## src/core/crtf_regs.svh

```systemverilog
// Purpose: constants of the row fetch display timing block
// Assumes: included by crtf_pkg and by crtf_row_fetch
// Notes: register offsets are byte addresses on the Avalon-MM slave
`ifndef CRTF_REGS_SVH
`define CRTF_REGS_SVH
`define CRTF_OFF_CTRL   4'h0
`define CRTF_OFF_STAT   4'h4
`define CRTF_OFF_START  4'h8
`define CRTF_CTRL_AUTO  0
`define CRTF_CTRL_GO    1
`define CRTF_CTRL_NMI   2
`define CRTF_CTRL_RST   3'h0
`define CRTF_START_RST  8'h00
`define CRTF_SCANS      4'hA
`define CRTF_HDR_WORDS  7'h02
`define CRTF_CHARS      7'h50
`define CRTF_LAST_IDX   7'h51
`define CRTF_SCR_BASE   16'h8000
`define CRTF_W0_LAST    0
`define CRTF_W0_FIRST   4
`define CRTF_W0_ATTR    8
`define CRTF_W1_LINK    0
`define CRTF_W1_DW      8
`define CRTF_W1_VDRV    9
`define CRTF_W1_VBLK    10
`define CRTF_ST_ROW     0
`define CRTF_ST_SCAN    8
`define CRTF_ST_LAST    12
`define CRTF_ST_REQ     16
`define CRTF_ST_GNT     17
`define CRTF_ST_STB     18
`define CRTF_ST_ATTR    19
`endif

```

## src/core/crtf_pkg.sv

```systemverilog
// Purpose: types of the row fetch display timing block
// Assumes: constants come from crtf_regs.svh
// Notes: none
`include "crtf_regs.svh"
package crtf_pkg;
  typedef enum logic [2:0] {ST_IDLE, ST_REQ, ST_FETCH, ST_ALIGN, ST_DISP} crtf_state_t;
  typedef enum logic [1:0] {CH_ACT, CH_BLANK, CH_LINK} crtf_chst_t;
  // fetch tag travelling beside the synchronised screen data
  typedef struct packed {
    logic       v;
    logic [6:0] idx;
  } crtf_tag_t;
  // monitor timing outputs
  typedef struct packed {
    logic hblank;
    logic hdrive;
    logic vblank;
    logic vdrive;
    logic den;
  } crtf_video_t;
endpackage

```

## src/core/crtf_row_fetch.sv

```systemverilog
// Purpose: row fetch and display timing of a text terminal controller
// Assumes: one 40 MHz clock, one character slot per clock
// Notes: screen memory answers combinationally to the held address
//
// Our own choices: the register offsets and the Avalon-MM register port.
`timescale 1ns/1ps
`default_nettype none
`include "crtf_regs.svh"
module crtf_row_fetch
  import crtf_pkg::*;
#(
  parameter int unsigned H_TOTAL = 100, // slots per scan line
  parameter int unsigned H_LINK  = 8,   // link slots at end of line
  parameter int unsigned HS_BEG  = 84,  // drive pulse start slot
  parameter int unsigned HS_END  = 92   // drive pulse end slot
) (
  input  wire logic        sys_clk_i,
  input  wire logic        rst_n_i,
  input  wire logic [3:0]  avs_address,
  input  wire logic        avs_read,
  input  wire logic        avs_write,
  input  wire logic [31:0] avs_writedata,
  input  wire logic [3:0]  avs_byteenable,
  output logic [31:0]      avs_readdata,
  output logic             avs_waitrequest,
  input  wire logic        bus_hold_grant_i,
  input  wire logic        exp_req_i,
  input  wire logic [11:0] scr_data_i,
  output logic             bus_hold_request_o,
  output logic             line_fetch_strobe_o,
  output logic [15:0]      scr_addr_o,
  output logic             scr_addr_oe_o,
  output logic [7:0]       chargen_code_o,
  output logic [3:0]       attr_latch_o,
  output logic [7:0]       disp_code_o,
  output logic [3:0]       disp_attr_o,
  output logic [3:0]       line_attr_o,
  output logic [7:0]       row_num_o,
  output logic [3:0]       scan_num_o,
  output crtf_video_t      video_o,
  output logic             nmi_o
);

  // screen address: page pair from row top bits, row slot, position
  function automatic logic [11:0] fetch_addr(input logic [7:0] row,
                                             input logic [6:0] idx);
    fetch_addr = {row[7:6], row[2:0], idx};
  endfunction

  crtf_state_t st_q;            // row fetch state
  crtf_chst_t  ch_q;            // character counter state
  logic [7:0]  pos_q;           // character position in the scan
  logic        hb1_q;           // blanking timing latch
  logic        hb2_q;           // second stage for edge find
  logic        gnt_m_q;         // grant synchroniser
  logic        gnt_s_q;
  logic        exp_m_q;         // expansion request synchroniser
  logic        exp_s_q;
  logic [11:0] dat_m_q;         // screen data synchroniser
  logic [11:0] dat_s_q;
  crtf_tag_t   tag_q [3];       // tags matching the data pipeline
  logic [6:0]  rd_idx_q;        // next word to address
  logic [11:0] w0_q;            // staged control word 0
  logic [11:0] w1_q;            // staged control word 1
  logic [11:0] lbuf [80];       // line buffer
  logic [7:0]  fetch_row_q;     // row being fetched
  logic [7:0]  next_row_q;      // link to following row
  logic [7:0]  row_q;           // displayed row number
  logic [3:0]  scan_q;          // scan counter
  logic [3:0]  last_q;          // last scan number
  logic [3:0]  lattr_q;         // whole row attributes
  logic        dw_q;            // double width
  logic        vdrv_q;          // vertical drive
  logic        vblk_q;          // vertical blanking
  logic        vblk_d_q;        // previous vblank for nmi edge
  logic        ctrl_req_q;      // controller hold request
  logic        stb_q;           // line fetch strobe
  logic [2:0]  ctrl_q;          // auto, go, nmi enable
  logic        go_q;            // pending single row command
  logic [7:0]  start_q;         // start row after idle
  logic        ack_q;           // bus answer phase
  logic [31:0] rdat_q;          // read data

  // decode of timing and bus
  wire tick      = hb1_q & ~hb2_q; // delayed blanking edge
  wire hblank    = (ch_q != CH_ACT);
  wire row_done  = (scan_q == last_q) || (scan_q == `CRTF_SCANS - 4'h1);
  wire pipe_busy = tag_q[0].v | tag_q[1].v | tag_q[2].v;
  wire issue_end = (st_q == ST_FETCH) && (rd_idx_q == `CRTF_LAST_IDX);
  wire start_cmd = ctrl_q[`CRTF_CTRL_AUTO] | go_q;
  wire acc       = avs_read | avs_write;
  wire wr_do     = avs_write & ack_q;
  wire [6:0] ridx = dw_q ? {1'b0, pos_q[6:1]} : pos_q[6:0];
  wire disp_act  = (ch_q == CH_ACT) && !vblk_q;
  wire [7:0] ht_last  = 8'(H_TOTAL - 1);
  wire [7:0] lnk_from = 8'(H_TOTAL - H_LINK - 1);
  wire in_hs = (pos_q >= 8'(HS_BEG)) && (pos_q < 8'(HS_END));

  // expansion request merged without passing the controller logic
  assign bus_hold_request_o  = ctrl_req_q | exp_s_q;
  assign line_fetch_strobe_o = stb_q;
  assign scr_addr_oe_o       = stb_q;
  assign avs_waitrequest     = acc & ~ack_q;
  assign avs_readdata        = rdat_q;

  // pin synchronisers; first stages feed only second stages
  always_ff @(posedge sys_clk_i or negedge rst_n_i) begin
    if (!rst_n_i) begin
      gnt_m_q <= 1'b0;
      gnt_s_q <= 1'b0;
      exp_m_q <= 1'b0;
      exp_s_q <= 1'b0;
      dat_m_q <= 12'h000;
      dat_s_q <= 12'h000;
    end else begin
      gnt_m_q <= bus_hold_grant_i;
      gnt_s_q <= gnt_m_q;
      exp_m_q <= exp_req_i;
      exp_s_q <= exp_m_q;
      dat_m_q <= scr_data_i;
      dat_s_q <= dat_m_q;
    end
  end

  // character counter state machine over one scan line
  always_ff @(posedge sys_clk_i or negedge rst_n_i) begin
    if (!rst_n_i) begin
      pos_q <= 8'h00;
      ch_q  <= CH_ACT;
    end else begin
      pos_q <= (pos_q == ht_last) ? 8'h00 : pos_q + 8'h01;
      unique case (ch_q)
        CH_ACT: begin
          if (pos_q == 8'(`CRTF_CHARS) - 8'h01) ch_q <= CH_BLANK;
        end
        CH_BLANK: begin
          if (pos_q == lnk_from) ch_q <= CH_LINK;
        end
        CH_LINK: begin
          if (pos_q == ht_last) ch_q <= CH_ACT;
        end
      endcase
    end
  end

  // blanking timing latch; its rising edge clocks row loads
  always_ff @(posedge sys_clk_i or negedge rst_n_i) begin
    if (!rst_n_i) begin
      hb1_q <= 1'b0;
      hb2_q <= 1'b0;
    end else begin
      hb1_q <= hblank;
      hb2_q <= hb1_q;
    end
  end

  // row fetch sequencer
  always_ff @(posedge sys_clk_i or negedge rst_n_i) begin
    if (!rst_n_i) begin
      st_q        <= ST_IDLE;
      ctrl_req_q  <= 1'b0;
      stb_q       <= 1'b0;
      rd_idx_q    <= 7'h00;
      fetch_row_q <= 8'h00;
    end else begin
      unique case (st_q)
        ST_IDLE: begin
          // stays here until software or auto mode asks
          if (start_cmd) begin
            st_q        <= ST_REQ;
            ctrl_req_q  <= 1'b1;
            fetch_row_q <= go_q ? start_q : next_row_q;
          end
        end
        ST_REQ: begin
          // cpu finishes its instruction before granting
          if (gnt_s_q) begin
            st_q     <= ST_FETCH;
            stb_q    <= 1'b1;
            rd_idx_q <= 7'h00;
          end
        end
        ST_FETCH: begin
          // two control words then the characters of the row
          if (issue_end) st_q <= ST_ALIGN;
          else rd_idx_q <= rd_idx_q + 7'h01;
        end
        ST_ALIGN: begin
          if (tick && !pipe_busy) st_q <= ST_DISP;
        end
        ST_DISP: begin
          if (tick && row_done) begin
            st_q       <= ST_IDLE;
            ctrl_req_q <= 1'b0;
            stb_q      <= 1'b0;
          end
        end
        default: st_q <= ST_IDLE;
      endcase
    end
  end

  // screen address: character range only, attribute chips follow
  always_ff @(posedge sys_clk_i or negedge rst_n_i) begin
    if (!rst_n_i) begin
      scr_addr_o <= `CRTF_SCR_BASE;
    end else if (st_q == ST_FETCH) begin
      scr_addr_o <= `CRTF_SCR_BASE | {4'h0, fetch_addr(fetch_row_q, rd_idx_q)};
    end
  end

  // tag pipeline; matches the screen address register plus the two stage data synchroniser
  always_ff @(posedge sys_clk_i or negedge rst_n_i) begin
    if (!rst_n_i) begin
      for (int i = 0; i < 3; i++) tag_q[i] <= '0;
    end else begin
      tag_q[0] <= '{v: (st_q == ST_FETCH), idx: rd_idx_q};
      tag_q[1] <= tag_q[0];
      tag_q[2] <= tag_q[1];
    end
  end

  // capture of each 12-bit word; chargen and attribute see the character words only
  always_ff @(posedge sys_clk_i or negedge rst_n_i) begin
    if (!rst_n_i) begin
      w0_q           <= 12'h000;
      w1_q           <= 12'h000;
      chargen_code_o <= 8'h00;
      attr_latch_o   <= 4'h0;
    end else if (tag_q[2].v) begin
      if (tag_q[2].idx == 7'h00) w0_q <= dat_s_q;
      else if (tag_q[2].idx == 7'h01) w1_q <= dat_s_q;
      else begin
        chargen_code_o <= dat_s_q[7:0];
        attr_latch_o   <= dat_s_q[11:8];
      end
    end
  end

  // line buffer write; no reset since contents are always refetched
  always_ff @(posedge sys_clk_i) begin
    if (tag_q[2].v && tag_q[2].idx >= `CRTF_HDR_WORDS) begin
      lbuf[tag_q[2].idx - `CRTF_HDR_WORDS] <= dat_s_q;
    end
  end

  // row registers load together on the delayed blanking edge
  always_ff @(posedge sys_clk_i or negedge rst_n_i) begin
    if (!rst_n_i) begin
      row_q      <= 8'h00;
      next_row_q <= 8'h00;
      scan_q     <= 4'h0;
      last_q     <= 4'h0;
      lattr_q    <= 4'h0;
      dw_q       <= 1'b0;
      vdrv_q     <= 1'b0;
      vblk_q     <= 1'b0;
    end else if (st_q == ST_ALIGN && tick && !pipe_busy) begin
      row_q      <= fetch_row_q;
      next_row_q <= w1_q[`CRTF_W1_LINK +: 8];
      scan_q     <= w0_q[`CRTF_W0_FIRST +: 4];
      last_q     <= w0_q[`CRTF_W0_LAST +: 4];
      lattr_q    <= w0_q[`CRTF_W0_ATTR +: 4];
      dw_q       <= w1_q[`CRTF_W1_DW];
      vdrv_q     <= w1_q[`CRTF_W1_VDRV];
      vblk_q     <= w1_q[`CRTF_W1_VBLK];
    end else if (st_q == ST_DISP && tick && !row_done) begin
      scan_q <= scan_q + 4'h1;
    end
  end

  // display path and monitor drive
  always_ff @(posedge sys_clk_i or negedge rst_n_i) begin
    if (!rst_n_i) begin
      disp_code_o <= 8'h00;
      disp_attr_o <= 4'h0;
      video_o     <= '0;
    end else begin
      if (disp_act) begin
        disp_code_o <= lbuf[ridx][7:0];
        disp_attr_o <= lbuf[ridx][11:8];
      end
      video_o.hblank <= hblank;
      video_o.hdrive <= hblank & in_hs;
      video_o.vblank <= vblk_q;
      video_o.vdrive <= vdrv_q;
      video_o.den    <= disp_act & ~(dw_q & pos_q[7]);
    end
  end

  assign line_attr_o = lattr_q;
  assign row_num_o   = row_q;
  assign scan_num_o  = scan_q;

  // one nmi pulse at the start of each vertical retrace
  always_ff @(posedge sys_clk_i or negedge rst_n_i) begin
    if (!rst_n_i) begin
      vblk_d_q <= 1'b0;
      nmi_o    <= 1'b0;
    end else begin
      vblk_d_q <= vblk_q;
      nmi_o    <= vblk_q & ~vblk_d_q & ctrl_q[`CRTF_CTRL_NMI];
    end
  end

  // avalon slave: one wait cycle, writes land at the answer edge
  always_ff @(posedge sys_clk_i or negedge rst_n_i) begin
    if (!rst_n_i) begin
      ack_q   <= 1'b0;
      rdat_q  <= 32'h0000_0000;
      ctrl_q  <= `CRTF_CTRL_RST;
      start_q <= `CRTF_START_RST;
      go_q    <= 1'b0;
    end else begin
      ack_q <= acc & ~ack_q;
      if (avs_read && !ack_q) begin
        unique case (avs_address)
          `CRTF_OFF_CTRL:  rdat_q <= {29'h0, ctrl_q};
          `CRTF_OFF_START: rdat_q <= {24'h0, start_q};
          `CRTF_OFF_STAT:  rdat_q <= {9'h0, lattr_q, stb_q, gnt_s_q,
                                      ctrl_req_q, last_q, scan_q, row_q};
          default:         rdat_q <= 32'h0000_0000;
        endcase
      end
      // a taken command clears go, a new write sets it again
      if (st_q == ST_IDLE && start_cmd) go_q <= 1'b0;
      if (wr_do && avs_byteenable[0]) begin
        if (avs_address == `CRTF_OFF_CTRL) begin
          ctrl_q <= avs_writedata[2:0];
          if (avs_writedata[`CRTF_CTRL_GO]) go_q <= 1'b1;
        end
        if (avs_address == `CRTF_OFF_START) start_q <= avs_writedata[7:0];
      end
    end
  end

  // helper for the word count check: cycles spent in the fetch state,
  // counted apart from the read index so a broken index still trips it
  logic [6:0] fetch_cyc_q;
  always_ff @(posedge sys_clk_i or negedge rst_n_i) begin
    if (!rst_n_i) begin
      fetch_cyc_q <= 7'h00;
    end else begin
      fetch_cyc_q <= (st_q == ST_FETCH) ? fetch_cyc_q + 7'h01 : 7'h00;
    end
  end
endmodule
`default_nettype wire
```

## config.mk

```make
export PLATFORM = sky130hd
export DESIGN_NAME = crtf_row_fetch
export DESIGN_NICKNAME = d
export VERILOG_FILES = /design/src/core/crtf_pkg.sv /design/src/core/crtf_row_fetch.sv
export VERILOG_INCLUDE_DIRS = /design/src /design/src/core
export SDC_FILE = /design/constraint.sdc
export NUM_CORES = 1
export LEC_CHECK = 0
export ABC_AREA = 1
export BUFFER_PORTS_ARGS = -buffer_cell sky130_fd_sc_hd__buf_2
export CORE_ASPECT_RATIO = 0.6
export CORE_MARGIN = 2
export CORE_UTILIZATION = 55
export CTS_CLUSTER_DIAMETER = 60
export DETAILED_ROUTE_END_ITERATION = 10
export PLACE_DENSITY = 0.72
export SYNTH_ARGS = -nofsm -noshare
export SYNTH_HDL_FRONTEND = slang
export SYNTH_SLANG_ARGS = --single-unit
export TNS_END_PERCENT = 100
```

## constraint.sdc

```tcl
create_clock -name sys_clk_i -period 2.57 [get_ports sys_clk_i]
set_input_delay 0.1285 -clock sys_clk_i [delete_from_list [all_inputs] [get_ports sys_clk_i]]
set_output_delay 0.1285 -clock sys_clk_i [all_outputs]
set_load 0.03 [all_outputs]
```

Word-level counts from Yosys, hierarchy flattened
Memory sizes are Yosys's and may differ from the RTL's. A register that Yosys moved wholly into a read port is not among the register bits.
Index checks and enable logic that the tools add are counted.
- input port bits: 58
- memories kept: 1
- output and inout port bits: 98
- bits in writable memories: 960
- word-level logic and storage cells: 164
- register bits after elaboration: 212
- reductions and logical operators: 39
- $add $sub $neg: 4
- mux-type cells: 30
- bitwise logic cells: 19
- equal/unequal tests: 24
- $lt $le $gt $ge: 3
- memories (memory ; words ; width ; read ports ; clocked after memory_dff ; write ports ; RTL line ; source):
    lbuf ; 80 ; 12 ; 1 ; 1 ; 1 ; crtf_row_fetch.sv:65 ; logic [11:0] lbuf [80];
- operators by type and width (cell ; number):
    $pmux 23 s3 ; 1
    $eq 8x7->1 const B ; 3
    $mux 7 ; 3
    $reduce_and 3->1 ; 6
    $mux 8 ; 2
    $ne 2x2->1 const B ; 8
    $mux 3 ; 5
    $pmux 3 s5 ; 1
    $pmux 7 s2 ; 1
    $logic_and 1x1->1 ; 13
    $reduce_bool 2->1 ; 5
    $mux 1 ; 9
    $add 8x1->8 const B ; 1
    $and 1x1->1 ; 8
    $eq 4x4->1 const B ; 2
    $ge 8x7->1 const B ; 1
    $lt 8x7->1 const B ; 1
    $mux 4 ; 2
    $reduce_and 2->1 ; 4
    $add 7x1->7 const B ; 1
    $eq 7x1->1 const B ; 1
    $eq 7x7->1 const B ; 1
    $ge 7x2->1 const B ; 1
    $logic_not 7->1 ; 1
    21 further kinds ; 38

Logic depth before layout (Yosys ltp)
- depth in word-level cells: 6
- gate-level depth with buffers: 16

Worst setup path after synthesis
Ideal clock, no wire load.
- path type: reg-to-reg
- start point: register tag_q[1] (netlist bit)
- end point: memory lbuf[30][0] (enable)
- data required time: 2190 ps
- setup slack: 263 ps
- library setup time: 380 ps
- period minus slack after synthesis: 2307 ps
- arrival time: 1927 ps
- stages on the path, launching flop included: 12
- path buffers: 0
- cells stage by stage: dfrtp_1 -> nor2_1 -> inv_1 -> nor2_1 -> inv_1 -> nor2_1 -> inv_1 -> nand2_1 -> nand2_1 -> nor2_1 -> nand3_1 -> nor2_1
- longest elaborated chain between the ends: 4
- elaborated cells on any way between the ends: 5
- classes of those cells: add/sub (1); order compare (1); mux (2); reduce/logical (1)
- RTL lines (element ; RTL line ; source):
    from (decl) ; crtf_row_fetch.sv:61 ; crtf_tag_t tag_q [3];
    $ge 7x2->1 (no source line) ; - ;
    $logic_and 1x1->1 (no source line) ; - ;
    $mux 1 ; crtf_row_fetch.sv:242 ; if (tag_q[2].v && tag_q[2].idx >= `CRTF_HDR_WORDS) begin
    $mux 1 ; crtf_row_fetch.sv:243 ; lbuf[tag_q[2].idx - `CRTF_HDR_WORDS] <= dat_s_q;
    to (decl) ; crtf_row_fetch.sv:65 ;
Parallel ways exist; a longest one is shown, timed or not.

Worst setup path after layout
- start point: register tag_q[2] (netlist bit)
- end point: memory lbuf[7][6] (enable)
Same word-level chain as after synthesis.

==> out/results.tsv <==
metric	value	unit
status	complete, but fails checks	
violations	hold timing, setup timing	
tightest_slew	1.08	ns
critPathMaxStageDelay	0.84	ns
dieHeight	236	um
multi_input_area	11600	um2
area_growth	15.5	%
pwr-share-clk	0.400	
cp.required	2.89	ns
drive_gt1_frac	0.116	
finClkSkew	0.0176	ns
cp-end-kind	register	
grt_pass1_wl	197000	um
r2r_end	lbuf[7][6]	
synth_area	49500	um2
clkTransAtPathRegs	0.07	ns
hp-class	primary input to asynchronous set/reset pin	
postSynthAreaPerCell	10.5	um2
dieArea	92600	um2
layout_setup_ws	-0.0580	ns
vias_per_cell	5.54	
drv_cap	0	
maxSlewHeadroom	0.278	
ys_ff_latch	1175	
synth.top_cell.area_share	0.582	
synth_cells	4725	
place_congestion	0.928	
crit_path_start	tag_q[2]	
dp_hpwl	80000	um
placementRows	85	
grt_pass1_vias	33200	
wl	131000	um
ant_nets	0	
synth-edff-count	960	
critPathKind	register to register	
synth_async_sr_flop_share	0.183	
max-vdd-ir-drop	0.534	mV
setup_viol	24	
numCtsBuffers	101	
cts_root_buf	clkbuf_16	
synth-seq-area-share	0.691	
grt_overflow	0	
drt_iter0_drc	4681	
yosys_most_used_dff	edfxtp_1	
r2r_slack	-0.06	ns
arrival	2.95	ns
rr_startpoint	tag_q[2]	
seqPwrFrac	0.554	
vias	34900	
n_fill_cell	6711	
switching_share	0.221	
cp.buffers_inverters	3	
cp_common_cell	nor2_1	
crit_path_start_kind	register	
cp_top_family	simple AND/OR/NAND/NOR gates	
worstPathMaxFanout	12	
synth_area_leaders	edfxtp_1 (58%), dfrtp_1 (11%), nand2_1 (8.5%)	
drv_slew	0	
drc_errors	0	
antenna_found_initial	1	
p_leak	24.1	nW
grt_max_degree	83	
fmax	381	MHz
die_w	391	um
path_depth	11	
postLayoutCoreUtil	0.640	
clk_latency	0.71	ns
setup.worst_path.end	lbuf[7][6]	
cts.sinks	1175	
combPwrFrac	0.046	
place_ws	-0.110	ns
path_cells	nor2_1, inv_1, nor2_1, inv_1, nor2_1, inv_1, nand2_1, nand2_1, nor2_1, nand2_1, nor2_1	
finalCritPeriodShare	1.02	
synth_warnings	0	
ys_types	38	
finalCriticalPeriod	2.63	ns
cts.htree.levels	3	
clockBufferDepth	3	
first_pass_iters	8	
design_area	57200	um2
r2r_cells	11	
core_area	89400	um2
track_usage	0.284	
register_area	34300	um2
synth_common_cells	nand2_1 (1121), edfxtp_1 (960), nand3_1 (828), inv_1 (724), nor2_1 (274)	
io_pins	156	
fin_setup_tns	-0.884	ns
rsz0062_at_grt	true	
yosysTopAreaCell	edfxtp_1	
yosys.cell_count.top_type	nand2_1	
post_dp_cell_area	53200	um2
avgRoutedWirePerCell	20.8	um
hold_slack	-0.0245	ns
numPortBuffers	115	
intPower	30.1	mW
power.switching	8.56	mW
start_util	0.554	
final_nets	5065	
cts_tree	yes	
slowest_stage	nor2_1	
p_per_area	676	nW/um2
hold_viol	2	
## flip-flops by register name (all words and copies together), names as in the netlist, 3 cells and up
name / cells
w1_q: 11
scr_addr_o: 12
st_q: 3
avs_readdata: 23
fetch_row_q: 8
dat_s_q: 12
rd_idx_q: 7
scan_num_o: 4
w0_q: 12
dat_m_q: 12
start_q: 8
last_q: 4
lbuf: 960
disp_attr_o: 4
ctrl_q: 3
chargen_code_o: 8
tag_q: 24
pos_q: 8
next_row_q: 8
disp_code_o: 8
row_num_o: 8
attr_latch_o: 4
line_attr_o: 4
video_o: 4
## cell usage in the layout, fill, tap and decap left out, types with 10 or more instances in the layout
master	netlist	final
bufinv_16	0	10
clkbuf_16	0	108
nand3_2	0	22
o211ai_1	38	38
nand2_1	1121	1119
clkinv_2	0	20
nor3_1	12	12
buf_12	0	48
dfrtp_4	0	12
ha_1	10	10
clkinv_1	11	28
dlygate4sd3_1	0	32
inv_1	724	722
conb_1	2	13
o21ai_0	186	185
buf_2	109	114
a21oi_1	18	18
nand3_1	828	806
clkbuf_1	112	24
o21ai_1	14	12
edfxtp_1	960	960
dfrtp_1	215	202
nor2_1	274	267
buf_4	21	200
## kinds of logic (layout without fill, tap and decap cells)
group | after synthesis | in the layout | synth area share
AOI/OAI and AO/OA | 278 | 278 | 0.0312
other | 2 | 15 | 0.000152
DFF | 1175 | 1175 | 0.691
and+or+nand+nor | 2254 | 2254 | 0.193
adders and majority gates | 10 | 10 | 0.00253
xor gates and xnor gates | 10 | 10 | 0.00177
muxes | 3 | 3 | 0.000682
buffers and inverters | 993 | 1341 | 0.0801
## area by class of cell
type	instances	share of cell area
sequential	1175	0.599
multi-input combinational	2568	0.203
timing repair buffer	413	0.0652
inverter	738	0.0485
clock buffer	135	0.0484
tap	1218	0.0266
clock inverter	55	0.00934
antenna	2	0.0000875
## worst min path at each step
stage                     end  slack [ns]  depth (start not counted)
2_1_floorplan           ack_q       -0.17                          0
3_3_place_gp      dat_m_q[10]        0.17                          1
3_5_place_dp      dat_m_q[10]        0.17                          1
4_1_cts        disp_attr_o[2]        0.02                          2
5_1_grt               exp_m_q        0.04                          2
6_report          dat_m_q[10]       -0.02                          2
## per-stage QoR
step / cells / total power, mW
floorplan: 4736 / 22.7
global placement: 6067 / 23.5
detailed placement: 6067 / 23.5
CTS: 6291 / 38.8
global route: 6302 / 39.8
finish: 6304 / 38.7
## metal layers
layer / vias to the layer above / track usage / part of all wire
met5: - / 0 / 0
met4: 0 / 0.0723 / 0.022
met3: 193 / 0.0899 / 0.13
met2: 1752 / 0.398 / 0.42
met1: 16900 / 0.429 / 0.43
li1: 16100 / - / -
## what timing repair did
| action | in CTS | in global routing |
|---|---|---|
| hold buffers | 32 | 0 |
| setup buffers | 2 | 6 |
| cloned | 0 | 5 |
| setup endpoints to repair | 55 | 96 |
| pin swaps | 2 | 5 |
| resized for setup | 3 | 49 |
| endpoints found under the hold margin | 263 | 0 |
## power groups by stage
stage	logic, mW	clock network, mW	registers, mW
floorplan	0.773	0	21.9
global placement	1.65	0	21.8
detailed placement	1.70	0	21.8
CTS	1.75	15.6	21.4
global route	1.96	16.4	21.5
finish	1.77	15.5	21.4
Power figures use the tool's default switching activity.
